### src/hdl/keypad_pkg.sv
package keypad_pkg;

  // Clock and time base
  localparam int unsigned CLK_HZ            = 125000000;
  localparam int unsigned TICK_CYCLES       = CLK_HZ;
  localparam int unsigned PERMIT_WINDOW_MIN = 30;
  localparam int unsigned PERMIT_WINDOW_S   = PERMIT_WINDOW_MIN * 60;
  localparam int unsigned SELECT_PROMPT_S   = 30;
  localparam int unsigned ACTION_WINDOW_S   = 30;
  localparam int unsigned ARM_WINDOW_S      = 20;

  // Display geometry
  localparam int unsigned DISP_LINES        = 2;
  localparam int unsigned DISP_COLS         = 20;

  // Key codes
  typedef enum logic [4:0] {
    KEY_NONE   = 5'h00,
    KEY_SELECT = 5'h01,
    KEY_CLOSE  = 5'h02,
    KEY_OPEN   = 5'h03,
    KEY_MENU   = 5'h04,
    KEY_UP     = 5'h05,
    KEY_DOWN   = 5'h06,
    KEY_ENTER  = 5'h07,
    KEY_ESCAPE = 5'h08,
    KEY_MSGBK  = 5'h09,
    KEY_DIGIT  = 5'h10
  } key_t;

  // Controller states, Gray along the usual path
  typedef enum logic [2:0] {
    ST_IDLE   = 3'b000,
    ST_PASS   = 3'b001,
    ST_PROMPT = 3'b011,
    ST_SEL    = 3'b010,
    ST_ARM_CL = 3'b110,
    ST_ARM_OP = 3'b111
  } ctl_state_t;

  // Display message codes
  typedef enum logic [3:0] {
    MSG_DEFAULT  = 4'h0,
    MSG_PASSWORD = 4'h1,
    MSG_PROMPT   = 4'h2,
    MSG_SELECTED = 4'h3,
    MSG_ARM_CL   = 4'h4,
    MSG_ARM_OP   = 4'h5,
    MSG_EVENT    = 4'h6,
    MSG_EDIT     = 4'h7
  } msg_t;

  // AXI4-Lite register offsets
  localparam logic [7:0] REG_CTRL     = 8'h00;
  localparam logic [7:0] REG_STATUS   = 8'h04;
  localparam logic [7:0] REG_SET_MIN  = 8'h08;
  localparam logic [7:0] REG_SET_MAX  = 8'h0c;
  localparam logic [7:0] REG_SET_STEP = 8'h10;
  localparam logic [7:0] REG_SET_VAL  = 8'h14;

  // Control field positions
  localparam int unsigned CTRL_PROGRAMMED = 0;
  localparam int unsigned CTRL_TWO_BKR    = 1;
  localparam int unsigned CTRL_PW_EN      = 2;
  localparam int unsigned CTRL_PASS_OK    = 3;
  localparam int unsigned CTRL_PASS_BAD   = 4;
  localparam int unsigned CTRL_PERPOLE_A  = 5;
  localparam int unsigned CTRL_PERPOLE_B  = 6;
  localparam int unsigned CTRL_PB_EN      = 7;

  // Reset values
  localparam logic [31:0] CTRL_RST     = 32'h0000_0084;
  localparam logic [15:0] SET_MIN_RST  = 16'h0000;
  localparam logic [15:0] SET_MAX_RST  = 16'h270f;
  localparam logic [15:0] SET_STEP_RST = 16'h0001;
  localparam logic [1:0]  RESP_OKAY    = 2'b00;
  localparam logic [1:0]  RESP_SLVERR  = 2'b10;

endpackage

### src/hdl/breaker_keypad_control.sv
// Decided for this implementation: the AXI4-Lite register port and the placing of the registers.
`timescale 1ns/1ns
// Summary of operation
// - Three-pole mode: one input gives position
// - Per-pole mode: report only when poles agree
// - Two breakers; single one is breaker one
// - Refuse commands once permit window expires
// - Prompt password when enabled and window closed
// - Select prompt lasts 30 s or select
// - Second select picks breaker one, 30 s
// - Close key arms 20 s; again closes
// - Open key arms 20 s; again opens
// - Further select toggles to other breaker
// - Any other key aborts the sequence
// - One-breaker sequence same as two-breaker
// - Setting bounded by minimum, maximum, step
// - Up steps, wraps maximum to minimum
// - Down steps, wraps minimum to maximum
// - Digits enter MSD first; escape restores
// - Enter commits altered value
// - Display is two lines, twenty columns
// - Idle keypad shows default message
// - Event message overrides default message
// - Menu key cycles top-level pages
// - Commands blocked until device programmed
module breaker_keypad_control
#(
  parameter int unsigned TICK_CYCLES = keypad_pkg::TICK_CYCLES,
  parameter int unsigned VAL_W       = 16,
  parameter int unsigned NUM_PAGES   = 4
)
(
  input  wire logic        aclk,
  input  wire logic        aresetn,
  // Keypad: one-cycle strobe with code
  input  wire logic        key_valid,
  input  wire logic [4:0]  key_code,
  input  wire logic [3:0]  key_digit,
  input  wire logic        event_msg,
  // Breaker auxiliary inputs
  input  wire logic [2:0]  first_poles,
  input  wire logic [2:0]  second_poles,
  // Outputs
  output logic             close_action_first_breaker,
  output logic             close_action_second_breaker,
  output logic             open_action_first_breaker,
  output logic             open_action_second_breaker,
  output logic [3:0]       msg_code,
  output logic [1:0]       menu_page,
  output logic             sel_second_breaker,
  output logic [1:0]       first_position,
  output logic [1:0]       second_position,
  // AXI4-Lite slave
  input  wire logic [7:0]  s_axi_awaddr,
  input  wire logic        s_axi_awvalid,
  output logic             s_axi_awready,
  input  wire logic [31:0] s_axi_wdata,
  input  wire logic [3:0]  s_axi_wstrb,
  input  wire logic        s_axi_wvalid,
  output logic             s_axi_wready,
  output logic [1:0]       s_axi_bresp,
  output logic             s_axi_bvalid,
  input  wire logic        s_axi_bready,
  input  wire logic [7:0]  s_axi_araddr,
  input  wire logic        s_axi_arvalid,
  output logic             s_axi_arready,
  output logic [31:0]      s_axi_rdata,
  output logic [1:0]       s_axi_rresp,
  output logic             s_axi_rvalid,
  input  wire logic        s_axi_rready
);

  typedef logic [VAL_W-1:0] val_t;

  localparam val_t SET_MIN_W = VAL_W'(keypad_pkg::SET_MIN_RST);

  logic [31:0]             ctrl_r;
  val_t                    set_min_r;
  val_t                    set_max_r;
  val_t                    set_step_r;
  val_t                    set_val_r;
  val_t                    edit_val_r;
  logic                    editing_r;
  logic [31:0]             tick_cnt_r;
  logic                    tick_r;
  logic [11:0]             permit_cnt_r;
  logic [5:0]              seq_cnt_r;
  keypad_pkg::ctl_state_t  state_r;
  keypad_pkg::ctl_state_t  state_nxt;
  logic                    sel2_r;
  logic                    cmd_close_r;
  logic                    cmd_open_r;
  logic [1:0]              page_r;
  logic                    aw_held_r;
  logic                    w_held_r;
  logic [7:0]              awaddr_r;
  logic [31:0]             wdata_r;
  logic [3:0]              wstrb_r;
  logic                    p1_closed;
  logic                    p1_open;
  logic                    p2_closed;
  logic                    p2_open;
  logic                    bkr_key;
  logic                    other_key;
  logic                    permitted;
  logic                    timed_out;
  logic                    pulse_close;
  logic                    pulse_open;

  // Position trackers for both breakers
  breaker_position u_pos_one
  (
    .aclk             (aclk),
    .aresetn          (aresetn),
    .single_pole_mode (ctrl_r[keypad_pkg::CTRL_PERPOLE_A]),
    .pole_closed      (first_poles),
    .pos_closed_r     (p1_closed),
    .pos_open_r       (p1_open),
    .pos_valid_r      ()
  );

  breaker_position u_pos_two
  (
    .aclk             (aclk),
    .aresetn          (aresetn),
    .single_pole_mode (ctrl_r[keypad_pkg::CTRL_PERPOLE_B]),
    .pole_closed      (second_poles),
    .pos_closed_r     (p2_closed),
    .pos_open_r       (p2_open),
    .pos_valid_r      ()
  );

  // Second breaker reads idle when unused
  assign first_position  = {p1_closed, p1_open};
  assign second_position = ctrl_r[keypad_pkg::CTRL_TWO_BKR] ? {p2_closed, p2_open}
                           : 2'b00;

  // One-second tick from the system clock
  always_ff @(posedge aclk)
  begin
    if (!aresetn)
    begin
      tick_cnt_r <= 32'h0000_0000;
      tick_r     <= 1'b0;
    end
    else if (tick_cnt_r == TICK_CYCLES - 1)
    begin
      tick_cnt_r <= 32'h0000_0000;
      tick_r     <= 1'b1;
    end
    else
    begin
      tick_cnt_r <= tick_cnt_r + 32'h0000_0001;
      tick_r     <= 1'b0;
    end
  end

  // Key classification
  assign bkr_key   = key_valid && (key_code == keypad_pkg::KEY_SELECT
                     || key_code == keypad_pkg::KEY_CLOSE || key_code == keypad_pkg::KEY_OPEN);
  assign other_key = key_valid && !bkr_key;
  assign permitted = (permit_cnt_r != 12'h000) || !ctrl_r[keypad_pkg::CTRL_PW_EN];
  assign timed_out = tick_r && (seq_cnt_r == 6'h01);
  assign pulse_close = (state_r == keypad_pkg::ST_ARM_CL) && key_valid
                       && key_code == keypad_pkg::KEY_CLOSE;
  assign pulse_open  = (state_r == keypad_pkg::ST_ARM_OP) && key_valid
                       && key_code == keypad_pkg::KEY_OPEN;

  // Permission window: loaded by password or a command, expires to refused
  always_ff @(posedge aclk)
  begin
    if (!aresetn)
      permit_cnt_r <= 12'h000;
    else if ((state_r == keypad_pkg::ST_PASS && ctrl_r[keypad_pkg::CTRL_PASS_OK])
             || pulse_close || pulse_open)
      permit_cnt_r <= 12'(keypad_pkg::PERMIT_WINDOW_S);
    else if (tick_r && permit_cnt_r != 12'h000)
      permit_cnt_r <= permit_cnt_r - 12'h001;
  end

  // Sequence next state; other keys abort from anywhere
  always_comb
  begin
    state_nxt = state_r;
    if (other_key && state_r != keypad_pkg::ST_IDLE)
      state_nxt = keypad_pkg::ST_IDLE;
    else
    begin
      case (state_r)
        keypad_pkg::ST_IDLE:
          if (bkr_key && ctrl_r[keypad_pkg::CTRL_PB_EN])
            state_nxt = permitted ? keypad_pkg::ST_PROMPT : keypad_pkg::ST_PASS;
        keypad_pkg::ST_PASS:
          if (ctrl_r[keypad_pkg::CTRL_PASS_OK])
            state_nxt = keypad_pkg::ST_PROMPT;
          else if (ctrl_r[keypad_pkg::CTRL_PASS_BAD])
            state_nxt = keypad_pkg::ST_IDLE;
        keypad_pkg::ST_PROMPT:
          if (key_valid && key_code == keypad_pkg::KEY_SELECT)
            state_nxt = keypad_pkg::ST_SEL;
          else if (timed_out)
            state_nxt = keypad_pkg::ST_IDLE;
        keypad_pkg::ST_SEL:
          if (key_valid && key_code == keypad_pkg::KEY_CLOSE)
            state_nxt = keypad_pkg::ST_ARM_CL;
          else if (key_valid && key_code == keypad_pkg::KEY_OPEN)
            state_nxt = keypad_pkg::ST_ARM_OP;
          else if (timed_out)
            state_nxt = keypad_pkg::ST_IDLE;
        keypad_pkg::ST_ARM_CL:
          if (pulse_close || timed_out)
            state_nxt = keypad_pkg::ST_IDLE;
          else if (key_valid && key_code == keypad_pkg::KEY_SELECT)
            state_nxt = keypad_pkg::ST_SEL;
        keypad_pkg::ST_ARM_OP:
          if (pulse_open || timed_out)
            state_nxt = keypad_pkg::ST_IDLE;
          else if (key_valid && key_code == keypad_pkg::KEY_SELECT)
            state_nxt = keypad_pkg::ST_SEL;
        default:
          state_nxt = keypad_pkg::ST_IDLE;
      endcase
    end
  end

  // State register
  always_ff @(posedge aclk)
  begin
    if (!aresetn)
      state_r <= keypad_pkg::ST_IDLE;
    else
      state_r <= state_nxt;
  end

  // Timeout counter reloads on every state entry, including reselect
  always_ff @(posedge aclk)
  begin
    if (!aresetn)
      seq_cnt_r <= 6'h00;
    else if (state_nxt != state_r || (state_r == keypad_pkg::ST_SEL && key_valid
             && key_code == keypad_pkg::KEY_SELECT))
    begin
      case (state_nxt)
        keypad_pkg::ST_PROMPT: seq_cnt_r <= 6'(keypad_pkg::SELECT_PROMPT_S);
        keypad_pkg::ST_SEL:    seq_cnt_r <= 6'(keypad_pkg::ACTION_WINDOW_S);
        keypad_pkg::ST_ARM_CL: seq_cnt_r <= 6'(keypad_pkg::ARM_WINDOW_S);
        keypad_pkg::ST_ARM_OP: seq_cnt_r <= 6'(keypad_pkg::ARM_WINDOW_S);
        default:               seq_cnt_r <= 6'h00;
      endcase
    end
    else if (tick_r && seq_cnt_r != 6'h00)
      seq_cnt_r <= seq_cnt_r - 6'h01;
  end

  // Breaker selection; one-breaker setup never leaves breaker one
  always_ff @(posedge aclk)
  begin
    if (!aresetn)
      sel2_r <= 1'b0;
    else if (state_r == keypad_pkg::ST_PROMPT && state_nxt == keypad_pkg::ST_SEL)
      sel2_r <= 1'b0;
    else if (state_r != keypad_pkg::ST_PROMPT && state_r != keypad_pkg::ST_IDLE
             && state_nxt == keypad_pkg::ST_SEL && key_valid
             && key_code == keypad_pkg::KEY_SELECT)
      sel2_r <= ctrl_r[keypad_pkg::CTRL_TWO_BKR] ? ~sel2_r : 1'b0;
  end

  // Command pulses, gated by the programmed state
  always_ff @(posedge aclk)
  begin
    if (!aresetn)
    begin
      cmd_close_r <= 1'b0;
      cmd_open_r  <= 1'b0;
    end
    else
    begin
      cmd_close_r <= pulse_close && ctrl_r[keypad_pkg::CTRL_PROGRAMMED];
      cmd_open_r  <= pulse_open && ctrl_r[keypad_pkg::CTRL_PROGRAMMED];
    end
  end

  assign close_action_first_breaker  = cmd_close_r && !sel2_r;
  assign close_action_second_breaker = cmd_close_r && sel2_r;
  assign open_action_first_breaker   = cmd_open_r && !sel2_r;
  assign open_action_second_breaker  = cmd_open_r && sel2_r;
  assign sel_second_breaker          = sel2_r;

  // Numeric setting editor; wraps at the bounds
  always_ff @(posedge aclk)
  begin
    if (!aresetn)
    begin
      edit_val_r <= SET_MIN_W;
      editing_r  <= 1'b0;
      set_val_r  <= SET_MIN_W;
    end
    else if (key_valid && state_r == keypad_pkg::ST_IDLE)
    begin
      if (key_code == keypad_pkg::KEY_UP)
      begin
        editing_r  <= 1'b1;
        edit_val_r <= (edit_val_r > set_max_r - set_step_r || edit_val_r >= set_max_r)
                      ? set_min_r : edit_val_r + set_step_r;
      end
      else if (key_code == keypad_pkg::KEY_DOWN)
      begin
        editing_r  <= 1'b1;
        edit_val_r <= (edit_val_r <= set_min_r + set_step_r - 1'b1)
                      ? set_max_r : edit_val_r - set_step_r;
      end
      else if (key_code[4])
      begin
        editing_r  <= 1'b1;
        edit_val_r <= VAL_W'((editing_r ? edit_val_r : '0) * 10 + key_digit);
      end
      else if (key_code == keypad_pkg::KEY_ESCAPE || key_code == keypad_pkg::KEY_MSGBK)
      begin
        editing_r  <= 1'b0;
        edit_val_r <= set_val_r;
      end
      else if (key_code == keypad_pkg::KEY_ENTER && editing_r)
      begin
        editing_r <= 1'b0;
        if (edit_val_r >= set_min_r && edit_val_r <= set_max_r)
          set_val_r <= edit_val_r;
        else
          edit_val_r <= set_val_r;
      end
    end
  end

  // Menu key cycles heading pages
  always_ff @(posedge aclk)
  begin
    if (!aresetn)
      page_r <= 2'h0;
    else if (key_valid && key_code == keypad_pkg::KEY_MENU && state_r == keypad_pkg::ST_IDLE)
      page_r <= (page_r == 2'(NUM_PAGES - 1)) ? 2'h0 : page_r + 2'h1;
  end
  assign menu_page = page_r;

  // Message priority: sequence, then event, then edit, then default
  always_comb
  begin
    case (state_r)
      keypad_pkg::ST_PASS:   msg_code = keypad_pkg::MSG_PASSWORD;
      keypad_pkg::ST_PROMPT: msg_code = keypad_pkg::MSG_PROMPT;
      keypad_pkg::ST_SEL:    msg_code = keypad_pkg::MSG_SELECTED;
      keypad_pkg::ST_ARM_CL: msg_code = keypad_pkg::MSG_ARM_CL;
      keypad_pkg::ST_ARM_OP: msg_code = keypad_pkg::MSG_ARM_OP;
      default:
        if (event_msg)
          msg_code = keypad_pkg::MSG_EVENT;
        else if (editing_r)
          msg_code = keypad_pkg::MSG_EDIT;
        else
          msg_code = keypad_pkg::MSG_DEFAULT;
    endcase
  end

  // AXI4-Lite write channel capture, either order
  assign s_axi_awready = !aw_held_r && !s_axi_bvalid;
  assign s_axi_wready  = !w_held_r && !s_axi_bvalid;

  always_ff @(posedge aclk)
  begin
    if (!aresetn)
    begin
      aw_held_r <= 1'b0;
      w_held_r  <= 1'b0;
      awaddr_r  <= 8'h00;
      wdata_r   <= 32'h0000_0000;
      wstrb_r   <= 4'h0;
    end
    else if (aw_held_r && w_held_r)
    begin
      aw_held_r <= 1'b0;
      w_held_r  <= 1'b0;
    end
    else
    begin
      if (s_axi_awvalid && s_axi_awready)
      begin
        aw_held_r <= 1'b1;
        awaddr_r  <= s_axi_awaddr;
      end
      if (s_axi_wvalid && s_axi_wready)
      begin
        w_held_r <= 1'b1;
        wdata_r  <= s_axi_wdata;
        wstrb_r  <= s_axi_wstrb;
      end
    end
  end

  // Register writes; password strobes self-clear after one cycle
  always_ff @(posedge aclk)
  begin
    if (!aresetn)
    begin
      ctrl_r       <= keypad_pkg::CTRL_RST;
      set_min_r    <= VAL_W'(keypad_pkg::SET_MIN_RST);
      set_max_r    <= VAL_W'(keypad_pkg::SET_MAX_RST);
      set_step_r   <= VAL_W'(keypad_pkg::SET_STEP_RST);
      s_axi_bvalid <= 1'b0;
      s_axi_bresp  <= keypad_pkg::RESP_OKAY;
    end
    else
    begin
      ctrl_r[keypad_pkg::CTRL_PASS_OK]  <= 1'b0;
      ctrl_r[keypad_pkg::CTRL_PASS_BAD] <= 1'b0;
      if (s_axi_bvalid && s_axi_bready)
        s_axi_bvalid <= 1'b0;
      if (aw_held_r && w_held_r)
      begin
        s_axi_bvalid <= 1'b1;
        s_axi_bresp  <= keypad_pkg::RESP_OKAY;
        if (awaddr_r == keypad_pkg::REG_CTRL)
        begin
          if (wstrb_r[0])
            ctrl_r[7:0] <= wdata_r[7:0];
        end
        else if (awaddr_r == keypad_pkg::REG_SET_MIN)
          set_min_r <= wdata_r[VAL_W-1:0];
        else if (awaddr_r == keypad_pkg::REG_SET_MAX)
          set_max_r <= wdata_r[VAL_W-1:0];
        else if (awaddr_r == keypad_pkg::REG_SET_STEP)
          set_step_r <= (wdata_r[VAL_W-1:0] == '0) ? VAL_W'(1) : wdata_r[VAL_W-1:0];
        else if (awaddr_r != keypad_pkg::REG_STATUS && awaddr_r != keypad_pkg::REG_SET_VAL)
          s_axi_bresp <= keypad_pkg::RESP_SLVERR;
      end
    end
  end

  // Read channel: one read at a time
  assign s_axi_arready = !s_axi_rvalid;

  always_ff @(posedge aclk)
  begin
    if (!aresetn)
    begin
      s_axi_rvalid <= 1'b0;
      s_axi_rdata  <= 32'h0000_0000;
      s_axi_rresp  <= keypad_pkg::RESP_OKAY;
    end
    else if (s_axi_rvalid)
    begin
      if (s_axi_rready)
        s_axi_rvalid <= 1'b0;
    end
    else if (s_axi_arvalid)
    begin
      s_axi_rvalid <= 1'b1;
      s_axi_rresp  <= keypad_pkg::RESP_OKAY;
      s_axi_rdata  <= 32'h0000_0000;
      if (s_axi_araddr == keypad_pkg::REG_CTRL)
        s_axi_rdata <= {24'h000000, ctrl_r[7:0]};
      else if (s_axi_araddr == keypad_pkg::REG_STATUS)
        s_axi_rdata <= {16'h0000, permit_cnt_r[11:0], 1'b0, state_r};
      else if (s_axi_araddr == keypad_pkg::REG_SET_MIN)
        s_axi_rdata <= 32'(set_min_r);
      else if (s_axi_araddr == keypad_pkg::REG_SET_MAX)
        s_axi_rdata <= 32'(set_max_r);
      else if (s_axi_araddr == keypad_pkg::REG_SET_STEP)
        s_axi_rdata <= 32'(set_step_r);
      else if (s_axi_araddr == keypad_pkg::REG_SET_VAL)
        s_axi_rdata <= 32'(set_val_r);
      else
        s_axi_rresp <= keypad_pkg::RESP_SLVERR;
    end
  end

endmodule

### src/hdl/breaker_position.sv
`timescale 1ns/1ns
// Breaker position tracker, one per breaker
module breaker_position
(
  input  wire logic       aclk,
  input  wire logic       aresetn,
  input  wire logic       single_pole_mode,
  input  wire logic [2:0] pole_closed,
  output logic            pos_closed_r,
  output logic            pos_open_r,
  output logic            pos_valid_r
);

  logic agree_closed;
  logic agree_open;

  // Three-pole mode uses pole A alone; per-pole mode needs agreement
  assign agree_closed = single_pole_mode ? (&pole_closed) : pole_closed[0];
  assign agree_open   = single_pole_mode ? ~(|pole_closed) : ~pole_closed[0];

  // Disagreement clears both flags so no position is reported
  always_ff @(posedge aclk)
  begin
    if (!aresetn)
    begin
      pos_closed_r <= 1'b0;
      pos_open_r   <= 1'b0;
      pos_valid_r  <= 1'b0;
    end
    else
    begin
      pos_closed_r <= agree_closed;
      pos_open_r   <= agree_open;
      pos_valid_r  <= agree_closed | agree_open;
    end
  end

endmodule

### config.mk
export PLATFORM = sky130hd
export DESIGN_NAME = breaker_keypad_control
export DESIGN_NICKNAME = d
export VERILOG_FILES = /design/src/hdl/keypad_pkg.sv /design/src/hdl/breaker_keypad_control.sv /design/src/hdl/breaker_position.sv
export SDC_FILE = /design/constraint.sdc
export NUM_CORES = 1
export LEC_CHECK = 0
export BUFFER_PORTS_ARGS = -buffer_cell sky130_fd_sc_hd__buf_2
export CORE_ASPECT_RATIO = 1.2
export CORE_MARGIN = 5
export CORE_UTILIZATION = 56
export DETAILED_ROUTE_END_ITERATION = 6
export GPL_TIMING_DRIVEN = 0
export PLACE_DENSITY_LB_ADDON = 0.15
export REMOVE_ABC_BUFFERS = 1
export SYNTH_ARGS = -nofsm -noshare
export SYNTH_HDL_FRONTEND = slang
export SYNTH_HIERARCHICAL = 1
export SYNTH_SLANG_ARGS = --single-unit
### constraint.sdc
create_clock -name aclk -period 4.2 [get_ports aclk]
set_input_delay 0.21 -clock aclk [delete_from_list [all_inputs] [get_ports aclk]]
set_output_delay 0.21 -clock aclk [all_outputs]
set_load 0.02 [all_outputs]
==> out/results.md <==
• **run status** finished with violations
• **violated checks** negative setup slack
• **net switching share of the total power** 32.84%
• **cell area after placement** 15750 um2
• **Max IR drop VDD** 0.3568 mV
• **hold violation count in the final report** 0
• **fraction of layout cells with a size suffix above 1** 16.67%
• **period utilisation layout** 109.1%
• **setup repair after global routing missed its margin** yes
• **power share of the combinational group** 26.6%
• **number of warnings reported in the yosys synthesis log** 6
• **hold slack** 0.008497 ns
• **type of the worst setup path** register to register
• **Iteration-0 DRC Markers** 1180
• **WL/cell** 19.40 um
• **Die Footprint** 30480 um2
• **maximum number of pins on one net before global-route repair** 80
• **area of all placed cells without fillers** 17460 um2
• **starting density of the core** 56.33%
• **number of buffers inserted during clock tree synthesis** 17
• **clock share of power** 32.0%
• **max-slew violation count** 0
• **kind of capture point of the worst setup path** register
• **setup violators final** 16
• **synthesized cell area** 15160 um2
• **final critical delay including setup and external delays** 4.582 ns
• **worst path arrival time** 4.83 ns
• **CP startpoint kind** register
• **layout-stage area growth over the synthesis result** 15.13%
• **overflow left after global routing** 0
• **total track usage** 29.51%
• **clock transition at the registers of the reported paths** 0.08 ns
• **die width** 160.2 um
• **wire length of the first global-routing pass** 72870 um
• **count of nets left with antenna violations after detail routing** 0
• **fin cells** 2409
• **TritonCTS Sinks** 199
• **via count** 14540
• **number of cells produced by synthesis** 1950
• **antenna violations before repair** 0
• **hpwl dp** 33840 um
• **worst setup skew after layout** 0.01389 ns
• **number of global-route vias before repair** 14070
• **total chip power** 4.914 mW
• **maximum level of the CTS H-tree** 4
• **worst slew margin relative to its limit** 9.538%
• **maximum capacitance violations** 0
• **count of input and output buffers** 93
• **DRC viols** 0
• **min setup slack post-route** -0.3825 ns
• **power share of the sequential group** 41.4%
• **io pins** 132
• **class of the tightest hold or removal check** input pin to register
• **P_int** 3.300 mW
• **Final Net Count** 2309
• **final weighted congestion in routability-driven placement** 0.9730
• **TritonCTS clock tree** done
• **maximum fanout count along the critical path** 6
• **clock insertion delay at the later pin of the skew report** 0.44 ns
• **routed via count divided by cell count** 6.037
• **CP required** 4.44 ns
• **slew at the pin with the worst max-slew slack** 1.357 ns
• **mean cell area of the mapped netlist** 7.776 um2
• **cell total after placement** 2305
• **Sw Pwr** 1.614 mW
• **1st-pass router iterations** 7
• **# rows** 66
• **antenna diode count** 0
• **buffer cell driving the clock tree root** sky130_fd_sc_hd__clkbuf_16
• **Pleak** 7.476 nW
• **Highest Clock Rate** 218.2 MHz
• **vertical extent of the die** 190.3 um
• **power density over cell area** 281.5 nW/um2
• **Total Routed Length** 46730 um
• **Floorplan Core Area** 26920 um2
• **CTS Buffer Depth** 2
==> cells in the final DEF (no fill, tap or decap), types with 17 or more instances in the layout <==
master and instances:
sky130_fd_sc_hd__xnor2_1 64, sky130_fd_sc_hd__buf_4 52, sky130_fd_sc_hd__nor3_1 38, sky130_fd_sc_hd__dfxtp_1 190
sky130_fd_sc_hd__a21oi_1 202, sky130_fd_sc_hd__mux2i_1 36, sky130_fd_sc_hd__o211ai_1 24, sky130_fd_sc_hd__o21ai_0 69
sky130_fd_sc_hd__clkbuf_16 17, sky130_fd_sc_hd__buf_2 93, sky130_fd_sc_hd__ha_1 162, sky130_fd_sc_hd__nand2_1 231
sky130_fd_sc_hd__nand3_1 36, sky130_fd_sc_hd__a21oi_2 17, sky130_fd_sc_hd__nand4_1 24, sky130_fd_sc_hd__a31oi_1 22
sky130_fd_sc_hd__xor2_1 50, sky130_fd_sc_hd__conb_1 19, sky130_fd_sc_hd__o21ai_1 18, sky130_fd_sc_hd__nor2_1 146
sky130_fd_sc_hd__nand2b_1 18, sky130_fd_sc_hd__inv_1 117, sky130_fd_sc_hd__nor2b_1 26, sky130_fd_sc_hd__and3_1 21
sky130_fd_sc_hd__and2_1 29
==> worst paths after layout <==
| kind | endpoint | slack (ns) | startpoint | depth (start not counted) |
|---|---|---|---|---|
| max | edit_val_r[1] | -0.38 | set_step_r[0] | 23 |
| min reg2reg | s_axi_rdata[14] | 0.46 | s_axi_rdata[14] | 2 |
| min | wdata_r[2] | 0.008 | s_axi_wdata[2] | 3 |
| max reg2reg | edit_val_r[1] | -0.38 | set_step_r[0] | 23 |
==> sequential cells by signal, indices dropped and copies added (netlist names), 2 cells and up <==
register      count
awaddr_r          8
wdata_r          16
edit_val_r       16
permit_cnt_r     12
menu_page         2
s_axi_rdata      16
set_min_r        16
set_max_r        16
ctrl_r            8
state_r           3
set_step_r       16
tick_cnt_r       32
seq_cnt_r         6
set_val_r        16
==> layout make-up <==
class,instances,area [um2]
Timing Repair Buffer,172,1201
Inverter,132,515.5
Sequential cell,199,4013
Clock inverter,11,87.58
Clock buffer,21,460.4
Multi-Input combinational cell,1534,10760
Fill cell,2395,9463
Tap cell,340,425.4
==> layer usage <==
metal | track usage (%) | vias to the layer above | share of wire [%]
met1 | 35.93 | 6893 | 41
met5 | 0 | - | 0
li1 | - | 7030 | -
met3 | 3.611 | 114 | 5.8
met4 | 12.51 | 0 | 4.1
met2 | 52.64 | 505 | 49
==> power groups by stage <==
stage | clock network (mW) | registers [mW] | logic, mW
detailed placement | 0 | 2.08 | 1.01
CTS | 1.59 | 2.03 | 1.21
global route | 1.66 | 2.04 | 1.41
global placement | 0 | 2.08 | 0.960
floorplan | 0 | 2.04 | 0.694
finish | 1.57 | 2.03 | 1.31
==> critical path, cell delays in order, from the launching register on <==
cell                       delay [ns]
sky130_fd_sc_hd__dfxtp_4         0.41
sky130_fd_sc_hd__ha_4            0.16
sky130_fd_sc_hd__inv_2           0.04
sky130_fd_sc_hd__fa_2            0.33
sky130_fd_sc_hd__a21o_1          0.19
sky130_fd_sc_hd__a21oi_2         0.18
sky130_fd_sc_hd__o21ai_2         0.09
sky130_fd_sc_hd__a21oi_2         0.18
sky130_fd_sc_hd__o21ba_4         0.17
sky130_fd_sc_hd__o21ai_4         0.07
sky130_fd_sc_hd__o41ai_4         0.27
sky130_fd_sc_hd__o21bai_1        0.10
sky130_fd_sc_hd__a21oi_1         0.18
sky130_fd_sc_hd__xor2_1          0.21
sky130_fd_sc_hd__ha_1            0.30
sky130_fd_sc_hd__buf_6           0.13
sky130_fd_sc_hd__o221ai_2        0.16
sky130_fd_sc_hd__o211ai_1        0.20
sky130_fd_sc_hd__a211oi_4        0.33
sky130_fd_sc_hd__buf_6           0.17
sky130_fd_sc_hd__buf_12          0.12
sky130_fd_sc_hd__a21oi_2         0.06
sky130_fd_sc_hd__a22oi_1         0.18
sky130_fd_sc_hd__a31oi_1         0.13
==> stage by stage <==
| stage | TNS, ns | util, % | worst slack, ns |
|---|---|---|---|
| after CTS | -5.673 | 63.64 | -0.4296 |
| after global placement | -53.65 | 57.88 | -3.626 |
| after global routing | -7.876 | 64.85 | -0.5599 |
| after floorplan | -22.76 | - | -1.591 |
| after detailed placement | -19.56 | 58.51 | -1.400 |
| final | -5.091 | 64.85 | -0.3825 |
==> repair_timing <==
item | in CTS | in global routing
hold buffers | 10 | 0
pin swaps | 51 | 68
setup buffers | 51 | 15
resized for setup | 98 | 65
endpoints found under the setup margin | 16 | 16
cloned | 1 | 0
hold endpoints to repair | 12 | 0
Note: power is estimated with default switching activity, not from simulation.
